[config.mk]
export PLATFORM = sky130hd
export DESIGN_NAME = qdsp_port
export DESIGN_NICKNAME = d
export VERILOG_FILES = /design/src/rtl/qdsp_port.v
export VERILOG_INCLUDE_DIRS = /design/src /design/src/rtl
export SDC_FILE = /design/constraint.sdc
export NUM_CORES = 1
export LEC_CHECK = 0
export CAP_MARGIN = 15
export CORE_AREA = 10 10 207 209
export CTS_CLUSTER_SIZE = 28
export DETAILED_ROUTE_END_ITERATION = 16
export DIE_AREA = 0 0 217 219
export DONT_BUFFER_PORTS = 1
export GPL_ROUTABILITY_DRIVEN = 0
export GPL_TIMING_DRIVEN = 0
export MAX_ROUTING_LAYER = met4
export PLACE_DENSITY = 0.58
export SETUP_SLACK_MARGIN = 0.5
export SLEW_MARGIN = 5
export SYNTH_ARGS = -nofsm -noshare
export SYNTH_HDL_FRONTEND = slang
export SYNTH_SLANG_ARGS = --single-unit
export TNS_END_PERCENT = 100
[constraint.sdc]
create_clock -name i_core_clk -period 13.7 [get_ports i_core_clk]
set_input_delay 2.74 -clock i_core_clk [delete_from_list [all_inputs] [get_ports i_core_clk]]
set_output_delay 2.74 -clock i_core_clk [all_outputs]
set_load 0.02 [all_outputs]
[src/rtl/qdsp_defines.vh]
// Constants for the quad DAC serial input port
`ifndef QDSP_DEFINES_VH
`define QDSP_DEFINES_VH
`define QDSP_FRAME_BITS 24
`define QDSP_CTRL_BITS 8
`define QDSP_DATA_BITS 16
`define QDSP_ADDR_HI_POS 23
`define QDSP_ADDR_LO_POS 22
`define QDSP_LDSEL_HI_POS 21
`define QDSP_LDSEL_LO_POS 20
`define QDSP_CHSEL_HI_POS 18
`define QDSP_CHSEL_LO_POS 17
`define QDSP_PD_POS 16
`define QDSP_CNT_W 5
`define QDSP_SHIFT_RST 24'h000000
`define QDSP_WORD_RST 17'h00000
`define QDSP_CNT_RST 5'h00
`define QDSP_DAC_RST 16'h0000
`define QDSP_PD_RST 4'h0
`define QDSP_LINK_SYNC_RST 3'h6
`define QDSP_CTRL_SYNC_RST 4'h4
`define QDSP_SCLK_PREV_RST 1'h1
`define QDSP_LD_PREV_RST 1'h0
`endif

[src/rtl/qdsp_port.v]
// Serial input port of a quad 16-bit DAC, sampled on the core clock
`timescale 1ns/1ps
`include "qdsp_defines.vh"
module qdsp_port #(
  parameter FRAME_BITS = 24,
  parameter DATA_BITS = 16
) (
  input wire i_core_clk,
  input wire i_sys_rst,
  input wire i_sync_n,
  input wire i_sclk,
  input wire i_sdata,
  input wire i_enable_n,
  input wire i_addr_pin_low,
  input wire i_addr_pin_high,
  input wire i_load_all_strobe,
  output reg [DATA_BITS-1:0] o_dac_a_ff,
  output reg [DATA_BITS-1:0] o_dac_b_ff,
  output reg [DATA_BITS-1:0] o_dac_c_ff,
  output reg [DATA_BITS-1:0] o_dac_d_ff,
  output reg [3:0] o_pd_ff,
  output reg o_frame_done_ff,
  output reg [FRAME_BITS-1:0] o_frame_word_ff
);

  // Link pins share one delay so each data bit lines up with its clock
  wire [2:0] link_sync;
  wire [3:0] ctrl_sync;
  qdsp_sync2 #(
    .WIDTH(3),
    .RST_VAL(`QDSP_LINK_SYNC_RST)
  ) i_link_sync (
    .i_core_clk(i_core_clk),
    .i_sys_rst(i_sys_rst),
    .i_async({i_sync_n, i_sclk, i_sdata}),
    .o_sync_ff(link_sync)
  );
  // Address pins are static, but still cross domains at power-up
  qdsp_sync2 #(
    .WIDTH(4),
    .RST_VAL(`QDSP_CTRL_SYNC_RST)
  ) i_ctrl_sync (
    .i_core_clk(i_core_clk),
    .i_sys_rst(i_sys_rst),
    .i_async({i_load_all_strobe, i_enable_n, i_addr_pin_high, i_addr_pin_low}),
    .o_sync_ff(ctrl_sync)
  );

  wire sync_n = link_sync[2];
  wire sclk_s = link_sync[1];
  wire din_s = link_sync[0];
  wire ld_s = ctrl_sync[3];
  wire enable_n = ctrl_sync[2];
  wire [1:0] addr_s = ctrl_sync[1:0];

  // Edge history resets to idle pin levels, so reset makes no false edge
  reg sclk_prev_ff;
  reg ld_prev_ff;
  always @(posedge i_core_clk or posedge i_sys_rst) begin
    if (i_sys_rst) begin
      sclk_prev_ff <= `QDSP_SCLK_PREV_RST;
      ld_prev_ff <= `QDSP_LD_PREV_RST;
    end else begin
      sclk_prev_ff <= sclk_s;
      ld_prev_ff <= ld_s;
    end
  end

  wire sclk_fall = sclk_prev_ff & ~sclk_s;
  wire ld_rise = ~ld_prev_ff & ld_s;
  wire port_on = ~enable_n;

  reg [FRAME_BITS-1:0] shift_ff;
  reg [`QDSP_CNT_W-1:0] cnt_ff;
  reg locked_ff;
  wire [FRAME_BITS-1:0] nxt_shift = {shift_ff[FRAME_BITS-2:0], din_s};
  wire last_bit = (cnt_ff == FRAME_BITS - 1);

  // Temporary (stored) registers, DAC registers are the outputs
  reg [DATA_BITS:0] tmp_ff [0:3];
  reg decode_ff;
  integer k;

  always @(posedge i_core_clk or posedge i_sys_rst) begin
    if (i_sys_rst) begin
      shift_ff <= `QDSP_SHIFT_RST;
      cnt_ff <= `QDSP_CNT_RST;
      locked_ff <= 1'b0;
      decode_ff <= 1'b0;
      o_frame_done_ff <= 1'b0;
      o_frame_word_ff <= `QDSP_SHIFT_RST;
    end else begin
      decode_ff <= 1'b0;
      o_frame_done_ff <= 1'b0;
      if (!port_on || sync_n) begin
        // Idle or aborted: early rise drops the partial frame
        cnt_ff <= `QDSP_CNT_RST;
        locked_ff <= 1'b0;
      end else if (sclk_fall && !locked_ff) begin
        shift_ff <= nxt_shift;
        cnt_ff <= cnt_ff + 1'b1;
        if (last_bit) begin
          locked_ff <= 1'b1;
          decode_ff <= 1'b1;
          o_frame_done_ff <= 1'b1;
          o_frame_word_ff <= nxt_shift;
        end
      end
    end
  end

  // Frame decode: address match, load-select, channel, data or power-down
  wire [1:0] ldsel = {shift_ff[`QDSP_LDSEL_HI_POS], shift_ff[`QDSP_LDSEL_LO_POS]};
  wire [1:0] chsel = {shift_ff[`QDSP_CHSEL_HI_POS], shift_ff[`QDSP_CHSEL_LO_POS]};
  wire [DATA_BITS:0] payload = {shift_ff[`QDSP_PD_POS], shift_ff[DATA_BITS-1:0]};
  wire addr_ok = (shift_ff[`QDSP_ADDR_HI_POS] == addr_s[1]) &&
                 (shift_ff[`QDSP_ADDR_LO_POS] == addr_s[0]);
  wire bcast = (ldsel == 2'h3);
  wire act = decode_ff && port_on && (addr_ok || bcast);

  reg [DATA_BITS:0] dac_ff [0:3];
  always @(posedge i_core_clk or posedge i_sys_rst) begin
    if (i_sys_rst) begin
      for (k = 0; k < 4; k = k + 1) begin
        tmp_ff[k] <= `QDSP_WORD_RST;
        dac_ff[k] <= `QDSP_WORD_RST;
      end
    end else if (port_on) begin
      if (act) begin
        case (ldsel)
          2'h0: tmp_ff[chsel] <= payload;
          2'h1: begin
            tmp_ff[chsel] <= payload;
            dac_ff[chsel] <= payload;
          end
          2'h2: begin
            for (k = 0; k < 4; k = k + 1) begin
              dac_ff[k] <= (k == chsel) ? payload : tmp_ff[k];
            end
            tmp_ff[chsel] <= payload;
          end
          default: begin
            // Broadcast: channel-select high bit picks fresh data or stored
            for (k = 0; k < 4; k = k + 1) begin
              if (chsel[1]) begin
                tmp_ff[k] <= payload;
                dac_ff[k] <= payload;
              end else begin
                dac_ff[k] <= tmp_ff[k];
              end
            end
          end
        endcase
      end else if (ld_rise) begin
        // A strobe in a decode cycle with address match or broadcast is dropped; the serial update wins
        for (k = 0; k < 4; k = k + 1) begin
          dac_ff[k] <= tmp_ff[k];
        end
      end
    end
  end

  always @(posedge i_core_clk or posedge i_sys_rst) begin
    if (i_sys_rst) begin
      o_dac_a_ff <= `QDSP_DAC_RST;
      o_dac_b_ff <= `QDSP_DAC_RST;
      o_dac_c_ff <= `QDSP_DAC_RST;
      o_dac_d_ff <= `QDSP_DAC_RST;
      o_pd_ff <= `QDSP_PD_RST;
    end else begin
      o_dac_a_ff <= dac_ff[0][DATA_BITS-1:0];
      o_dac_b_ff <= dac_ff[1][DATA_BITS-1:0];
      o_dac_c_ff <= dac_ff[2][DATA_BITS-1:0];
      o_dac_d_ff <= dac_ff[3][DATA_BITS-1:0];
      o_pd_ff <= {dac_ff[3][DATA_BITS], dac_ff[2][DATA_BITS],
                  dac_ff[1][DATA_BITS], dac_ff[0][DATA_BITS]};
    end
  end

  // Host spacing limits are the host's duty; nothing here polices them

endmodule

// Two-flop synchroniser for pins from outside the core clock's domain
module qdsp_sync2 #(
  parameter WIDTH = 1,
  parameter [WIDTH-1:0] RST_VAL = {WIDTH{1'b0}}
) (
  input wire i_core_clk,
  input wire i_sys_rst,
  input wire [WIDTH-1:0] i_async,
  output reg [WIDTH-1:0] o_sync_ff
);

  // Only the second flop is read; the first may be metastable
  reg [WIDTH-1:0] meta_ff;
  always @(posedge i_core_clk or posedge i_sys_rst) begin
    if (i_sys_rst) begin
      meta_ff <= RST_VAL;
      o_sync_ff <= RST_VAL;
    end else begin
      meta_ff <= i_async;
      o_sync_ff <= meta_ff;
    end
  end

endmodule

# After elaboration in Yosys (flattened, before gate mapping)
# Cells that the tools add are included.
dict set report word_totals {
  regBits 275
  latchBits 0
  ramBits 0
  mem_bits_ro 0
  in_bits 9
  out_inout_bits 93
  n_memories 0
}
dict set report op_classes {
  n_addsub 1
  mul 0
  div 0
  order_cmp 2
  n_eq_ne 10
  shift 0
  muxes 24
  bitwise_logic 7
  n_reduce_logical 19
}
# op count
set op_table {}
lappend op_table {{68-bit 2-to-1 mux} 3}
lappend op_table {{68-bit case mux with 3 select lines} 1}
lappend op_table {{17-bit 2-to-1 mux} 9}
lappend op_table {{68-bit bitwise mux} 2}
lappend op_table {{17-bit demux with 2-bit select} 1}
lappend op_table {{5-bit 2-to-1 mux} 2}
lappend op_table {{1-bit 2-to-1 mux} 6}
lappend op_table {{2-bit AND reduction} 3}
lappend op_table {{3-bit AND reduction} 2}
lappend op_table {{2-bit nonzero test} 3}
lappend op_table {{5-bit by 1-bit adder with 5-bit output (second input constant)} 1}
lappend op_table {{5-bit equality test (second input constant)} 1}
lappend op_table {{1-bit logical AND} 5}
lappend op_table {{2-bit equality test (first input constant)} 2}
lappend op_table {{2-bit equality test (second input constant)} 2}
lappend op_table {{2-bit logical NOT} 2}
lappend op_table {{1-bit inverter} 4}
lappend op_table {{3-bit greater-or-equal comparator (second input constant)} 1}
lappend op_table {{3-bit by 1-bit less-than comparator with 1-bit output (second input constant)} 1}
lappend op_table {{2-bit inverter with 3-bit output} 1}
lappend op_table {{3-bit OR reduction} 1}
lappend op_table {{1-bit AND} 2}
lappend op_table {{1-bit equality test} 2}
lappend op_table {{1-bit by 2-bit equality test with 1-bit output (first input constant)} 1}
lappend op_table {{other kinds (4)} 5}

# Longest topological paths before layout
# Gate-level depths: netlist of the first run.
dict set report depth {
  ltp_word 8
  mapped_depth 9
}

# Modules after synthesis
# Synthesis of the first run repeated with hierarchy kept, for this count alone.
dict set report hier_totals {
  hier_cells 1250
  area_unflattened_um2 13349.1
}
# mod n_inst cells_each area_per_inst_um2 seq_area_each_um2
set by_module_without_submodules {}
lappend by_module_without_submodules {qdsp_port 1 1234 12983.7 6532.5}
lappend by_module_without_submodules {{qdsp_sync2 (i_ctrl_sync)} 1 9 206.4 202.7}
lappend by_module_without_submodules {{qdsp_sync2 (i_link_sync)} 1 7 158.9 155.1}

# Least setup slack after synthesis of the first run
# Ideal clock, no wire load.
dict set report synth_path {
  path_kind {flip-flop to output port}
  startpoint {reg decode_ff (netlist name)}
  endpoint {out o_frame_done_ff}
  t_arrival_ns 0.432
  required_time_ns 10.960
  setup_slack_ns 10.528
  stages_incl_launch_ff 1
  n_path_buf 0
  path_cell_list {dfrtp_1}
}
# item line_no
set synth_rtl {}
lappend synth_rtl {{end: declaration} qdsp_port.v:22} ;# output reg o_frame_done_ff,

# Worst setup path after layout of the first run
dict set report layout_path {
  startpoint {reg o_dac_c_ff[5]}
  endpoint {out o_dac_c_ff[5]}
}
# item line_no
set layout_rtl {}
lappend layout_rtl {{start: declaration} qdsp_port.v:19} ;# output reg [DATA_BITS-1:0] o_dac_c_ff,
lappend layout_rtl {{start signal: assignment} qdsp_port.v:167} ;# o_dac_c_ff <= `QDSP_DAC_RST;
lappend layout_rtl {{start signal: assignment} qdsp_port.v:173} ;# o_dac_c_ff <= dac_ff[2][DATA_BITS-1:0];
# No word-level cell between the ends.

==> metrics.csv, run 1 <==
metric,value,unit
post-synth cell types,43,
fin. max-slew vios,0,
Mapped Cells,1248,
Initial Utilization,34.62,%
Detailed Routing Iterations Pass 1,7,
final hold violation count,0,
Synth Area in Adders,0.4687,%
die area,0.04752,mm²
Synth Area in XOR/XNOR,0.3937,%
Clock transition at path regs,0.06,ns
critical path launch point type,flop,
Layout Skew,0.01678,ns
Post-DP HPWL,28980,µm
Worst EP required,10.96,ns
Final period util,27.41,%
postcts setup bufs,0,
FF-to-FF Start,shift_ff[21],
FMAX,266.3,MHz
number of H-tree levels,2,
total number of yosys warnings,0,
Std-Cell Rows,72,
CP endpoint,o_dac_c_ff[5],
clock latency on the worst-skew pair,0.52,ns
worst-margin pin slew,1.048,ns
maximum vdd drop,0.07714,mV
cells on worst reg2reg path,8,
GRT Overall Usage,18.31,%
worst slew margin relative to its limit,30.16,%
"FF+latch count, synth",275,
Mapped Area,0.01335,mm²
Critical Path AT,1.02,ns
Die Wd,217,µm
Lkg Pwr,6.506,nW
part of the Yosys area used for sequential elements,51.62,%
cts hold-fix bufs,0,
ys flop type,dfrtp_1,
Worst Setup SP,o_dac_c_ff[5],
standard cell core area,0.03856,mm²
Final Critical Period,3.756,ns
Synth Area in Compound Gates,18.08,%
clock buffer depth,3,
vias in the first global route,10118,
setup violators final,0,
WL per Instance,23.58,µm
CTS sink count,275,
P&R area growth vs syn,14.30,%
buffers added on ports,0,
Routed WL,43120,µm
mux contribution to synthesized area,12.84,%
Root Buffer,clkbuf_16,
Post-synth EDFFs,0,
Pwr Total,0.002081,W
final setup TNS,0,ns
Num CTS Buffers,34,
GRT Residual Overflow,0,
layout cells sized above 1,20.46,%
worst reg2reg setup slack,10.80,ns
I/O pin count,102,
RSZ-0062 raised after global routing,no,
initial antenna violation count,1,
Post-Syn Nets,1262,
Vert. Die Dim,219,µm
Hold WC Path Type,flop to flop,
largest net degree at the start of global routing,104,
Setup crit end kind,output port,
via-per-instance ratio,5.529,
max cap viols,0,
simple-gate share of the synthesized area,10.73,%
ANT nets after route,0,
"Worst Path Class, Setup",flop to output port,
pwr/cell area,136.4,mW/mm²
# DRC,0,
post-CTS sizing,0,
largest family of logic cells by synthesized area,compound AO/OA/AOI/OAI gates,
via count,10113,
reg2reg end,dac_ff[34],
DRT iter0 DRCs,902,
CP max FO,1,
share of flip-flops with an asynchronous set or reset,100.0,%
first-pass GRT wire length,65250,µm
synthesized area per cell,10.70,µm²
CTS tree,yes,
NumNets Final,1300,
number of stages on the worst setup path,0,
outcome,completed,
## through the flow
step / hold WS, ns / setup slack (ns) / instance area (µm²) / util (%) / cells
after CTS: 0.3557 / 9.911 / 15250 / 39.56 / 1828
after global placement: 0.3344 / 0.2524 / 14000 / 36.30 / 1766
final: 0.3525 / 9.944 / 15260 / 39.57 / 1829
after global routing: 0.3612 / 9.917 / 15260 / 39.57 / 1829
after floorplan: 0.3312 / 3.391 / 13350 / - / 1248
after detailed placement: 0.3451 / 10.07 / 14060 / 36.46 / 1768
## cells in the final DEF, fill, tap and decap left out, types with 34 or more instances in the layout
master and n:
inv_1 39, a21o_1 35, dfrtp_1 268, o21ai_0 36, nand2_1 175, buf_2 37
nand2b_1 36, a21boi_0 68, clkbuf_16 37, a22oi_1 34, a31oi_1 70, mux2_2 113
a221o_1 34, nor2_1 75, clkbuf_1 47
## worst min path at each step
stage | from | endpoint | slack [ns] | depth (start not counted)
floorplan | i_ctrl_sync.meta_ff[0] | i_ctrl_sync.o_sync_ff[0] | 0.33 | 0
global placement | i_link_sync.meta_ff[0] | i_link_sync.o_sync_ff[0] | 0.33 | 0
detailed placement | i_ctrl_sync.meta_ff[1] | i_ctrl_sync.o_sync_ff[1] | 0.35 | 0
CTS | i_link_sync.meta_ff[2] | i_link_sync.o_sync_ff[2] | 0.36 | 0
global route | i_link_sync.meta_ff[2] | i_link_sync.o_sync_ff[2] | 0.36 | 0
finish | i_link_sync.meta_ff[0] | i_link_sync.o_sync_ff[0] | 0.35 | 0
## where the power goes
part	total [W]	internal [W]	switching (W)	leakage [nW]
logic	0.000133	0.0000503	0.0000832	2.40
registers	0.000998	0.000890	0.000107	3.52
clock network	0.000949	0.000593	0.000356	0.584
total	0.00208	0.00153	0.000547	6.51
## final cells by class
type                    instances  area [µm²]
inverters                      40       157.7
repair buffers                  2       55.05
diodes                          1       2.502
fillers                      3727       23300
clock buffers                  45        1006
multi-input cells             818        5675
clock inverters                15       190.2
flip-flops and latches        275        6890
plain buffers                 115       631.9
well taps                     518       648.1
## sequential cells by signal (all words and copies together) (netlist names), 4 cells and up
register	count
tmp_ff	68
i_ctrl_sync.o_sync_ff	4
o_dac_d_ff	16
shift_ff	24
dac_ff	68
cnt_ff	5
o_frame_word_ff	24
o_dac_a_ff	16
o_dac_c_ff	16
o_pd_ff	4
i_ctrl_sync.meta_ff	4
o_dac_b_ff	16
## metal layers
metal	up-vias	share of wire [%]	GRT usage, %
li1	4516	-	-
met1	5048	42	23.33
met2	450	46	28.35
met3	99	7.9	3.796
met4	0	3.7	6.619
met5	-	0	-
## synthesized netlist by cell type, types with 3 or more instances
cell type / instances / share of area (%)
a21boi_0: 68 / 3.8
a21o_1: 35 / 2.0
a21oi_1: 19 / 0.71
a221o_1: 34 / 2.5
a22oi_1: 34 / 1.9
a31oi_1: 70 / 3.3
and3_1: 17 / 0.80
buf_1: 4 / 0.11
buf_2: 37 / 1.4
buf_4: 19 / 1.1
buf_6: 11 / 0.93
clkbuf_1: 44 / 1.2
dfrtp_1: 268 / 50
dfstp_2: 7 / 1.4
ha_1: 5 / 0.47
inv_1: 40 / 1.1
mux2_1: 25 / 2.1
mux2_2: 113 / 9.5
mux2_4: 10 / 1.1
nand2_1: 175 / 4.9
nand2b_1: 36 / 1.7
nand4_1: 3 / 0.14
nor2_1: 75 / 2.1
nor2b_1: 4 / 0.19
o21ai_0: 36 / 1.3
o311ai_0: 31 / 2.0
o311ai_1: 3 / 0.20
xnor2_1: 3 / 0.20
xor2_1: 3 / 0.20
## cell families after synthesis
logic type               Yosys count
buffers and inverters            155
AND/OR/NAND/NOR                  324
flip-flops                       275
XOR/XNOR                           6
AO/OA/AOI/OAI                    334
multiplexers                     149
adder cells (fa/ha/maj)            5
(Power assumes the default switching activity.)
==> inputs of run 2 (changes only) <==
PLACE_DENSITY = 0.6   (was 0.58)
clock period = 3.25 ns   (was 13.7 ns; I/O delays follow)
==> metrics.csv, run 2 (synthesized netlist as in run 1, its figures left out) <==
metric,value,unit,change
GRT Overall Usage,17.97,%,-0.34 points
Layout Skew,0.01015,ns,-0.006635 ns
buffers added on ports,0,,unchanged
clock latency on the worst-skew pair,0.57,ns,+0.05 ns
largest registers,"dac_ff: 68 flops, tmp_ff: 68 flops",,
cells on worst reg2reg path,8,,unchanged
Register Area,0.006890,mm²,unchanged
"Design Area, Final",0.01529,mm²,+0.23%
"Largest delay share family, worst path",compound AO/OA/AOI/OAI gates,,
maximum vdd drop,0.3313,mV,+330%
# fillers,3800,,+2.0%
"commonest non-fill, non-tap cell in the layout",dfrtp_1,,
number of H-tree levels,1,,-1
initial antenna violation count,0,,-1
pwr/cell area,565.8,mW/mm²,+310%
via count,10103,,-0.099%
critical path launch point type,flop,,
Num CTS Buffers,31,,-8.8%
worst-margin pin slew,0.9719,ns,-0.07569 ns
P&R area growth vs syn,14.57,%,
Std-Cell Rows,72,,unchanged
FF-to-FF Start,shift_ff[21],,
I/O pin count,102,,unchanged
Critical Path AT,3.24,ns,+2.22 ns
ANT nets after route,0,,unchanged
Pwr Total,0.008652,W,+320%
"commonest cells after routing, fill and taps aside","dfrtp_1 (268), nand2_1 (175), mux2_2 (113)",,
worst reg2reg setup slack,0.44,ns,-10.36 ns
CTS tree,yes,,
final hold violation count,0,,unchanged
Hold WC Path Type,primary input to asynchronous set/reset pin,,
outcome,completed,,
Lkg Pwr,6.511,nW,about the same
Initial Utilization,34.62,%,unchanged
CTS sink count,275,,unchanged
setup violators final,0,,unchanged
# DRC,0,,unchanged
Top Usage Layer GRT,met2,,
placed cell area,0.01414,mm²,+0.58%
standard cell core area,0.03856,mm²,unchanged
DRT iter0 DRCs,791,,-12%
Hold WS,0.03413,ns,-0.3183 ns
fin. max-slew vios,0,,unchanged
Setup crit end kind,flop,,
max cap viols,0,,unchanged
met2 usage,28.37,%,about the same
layout cells sized above 1,20.88,%,+0.43 points
multi-input logic area,0.005698,mm²,+0.40%
met3 GRT Util,3.824,%,+0.028 points
CP max FO,10,,+9
postcts setup bufs,0,,unchanged
Worst Path Buf+Inv,3,,
final std cells w/o fill,1831,,+0.11%
Detailed Routing Iterations Pass 1,5,,-2
worst setup margin,0.4370,ns,-9.507 ns
worst path cell trace,"inv_1, ha_1, clkbuf_1, clkbuf_1, a21oi_1, o21ai_0, o311ai_0, a31oi_1",,
Root Buffer,clkbuf_16,,
worst slew margin relative to its limit,35.21,%,+5.0 points
Final Critical Period,2.813,ns,
CP max-delay cell,a21oi_1,,
cts hold-fix bufs,0,,unchanged
RSZ-0062 raised after global routing,yes,,
Place WS,0.5562,ns,-9.511 ns
GRT Residual Overflow,0,,unchanged
FMAX,355.5,MHz,
CP max stage delay,0.80,ns,
Vert. Die Dim,219,µm,unchanged
Clock transition at path regs,0.06,ns,about the same
vias in the first global route,10063,,-0.54%
reg2reg end,dac_ff[28],,
Routed WL,42670,µm,-1.0%
first-pass GRT wire length,64270,µm,-1.5%
"Worst Path Class, Setup",flop to flop,,
Die Wd,217,µm,unchanged
Final period util,86.55,%,
NumNets Final,1302,,+0.15%
Post-DP HPWL,29330,µm,+1.2%
largest net degree at the start of global routing,42,,-60%
die area,0.04752,mm²,unchanged
clock buffer depth,3,,unchanged
WL per Instance,23.30,µm,-1.2%
Worst EP required,3.68,ns,-7.28 ns
met1 usage,22.60,%,-0.73 points
"most used cell, CP",clkbuf_1,,
dpl cells,1773,,+0.28%
via-per-instance ratio,5.518,,-0.21%
run 2: final cells by class:
| cell class | count | area share (%) |
|---|---|---|
| antenna | 1 | 0.01636 |
| buffer | 115 | 4.140 |
| clock buffer | 42 | 5.670 |
| clock inverter | 15 | 1.694 |
| inverter | 40 | 1.006 |
| multi-input combinational | 818 | 37.26 |
| sequential | 275 | 45.06 |
| tap | 518 | 4.238 |
| timing repair buffer | 7 | 0.9164 |
run 2: power by group:
group	internal, W	switching [W]
sequential	0.00375	0.000461
combinational	0.000222	0.000357
clock	0.00241	0.00144
run 2: how the worst max path moves through the flow:
stage / cells past startpoint / start / slack, ns / endpoint
2_1_floorplan: 1 / i_sys_rst / -1.03 / cnt_ff[0]
3_3_place_gp: 1 / i_sys_rst / -2.60 / o_dac_c_ff[2]
3_5_place_dp: 8 / shift_ff[20] / 0.56 / dac_ff[23]
4_1_cts: 8 / shift_ff[21] / 0.50 / dac_ff[25]
5_1_grt: 8 / shift_ff[20] / 0.37 / dac_ff[28]
6_report: 8 / shift_ff[21] / 0.44 / dac_ff[28]
run 2: repair_timing:
action | in CTS | in global routing
resized for setup | 0 | 8
endpoints found under the hold margin | 0 | 0
setup endpoints to repair | 0 | 32
run 2: routing by layer:
layer	vias up	part of all wire [%]	wire, µm
met5	-	0	0
met4	0	2.7	1131
met3	78	7.5	3188
met2	415	47	20200
met1	5093	43	18150
li1	4517	-	-
run 2: per-stage QoR:
stage          setup TNS [ns]  utilization, %
5_1_grt                     0           39.65
6_report                    0           39.66
3_5_place_dp                0           36.67
3_3_place_gp          -698.71           36.31
2_1_floorplan         -276.95               -
4_1_cts                     0           39.59
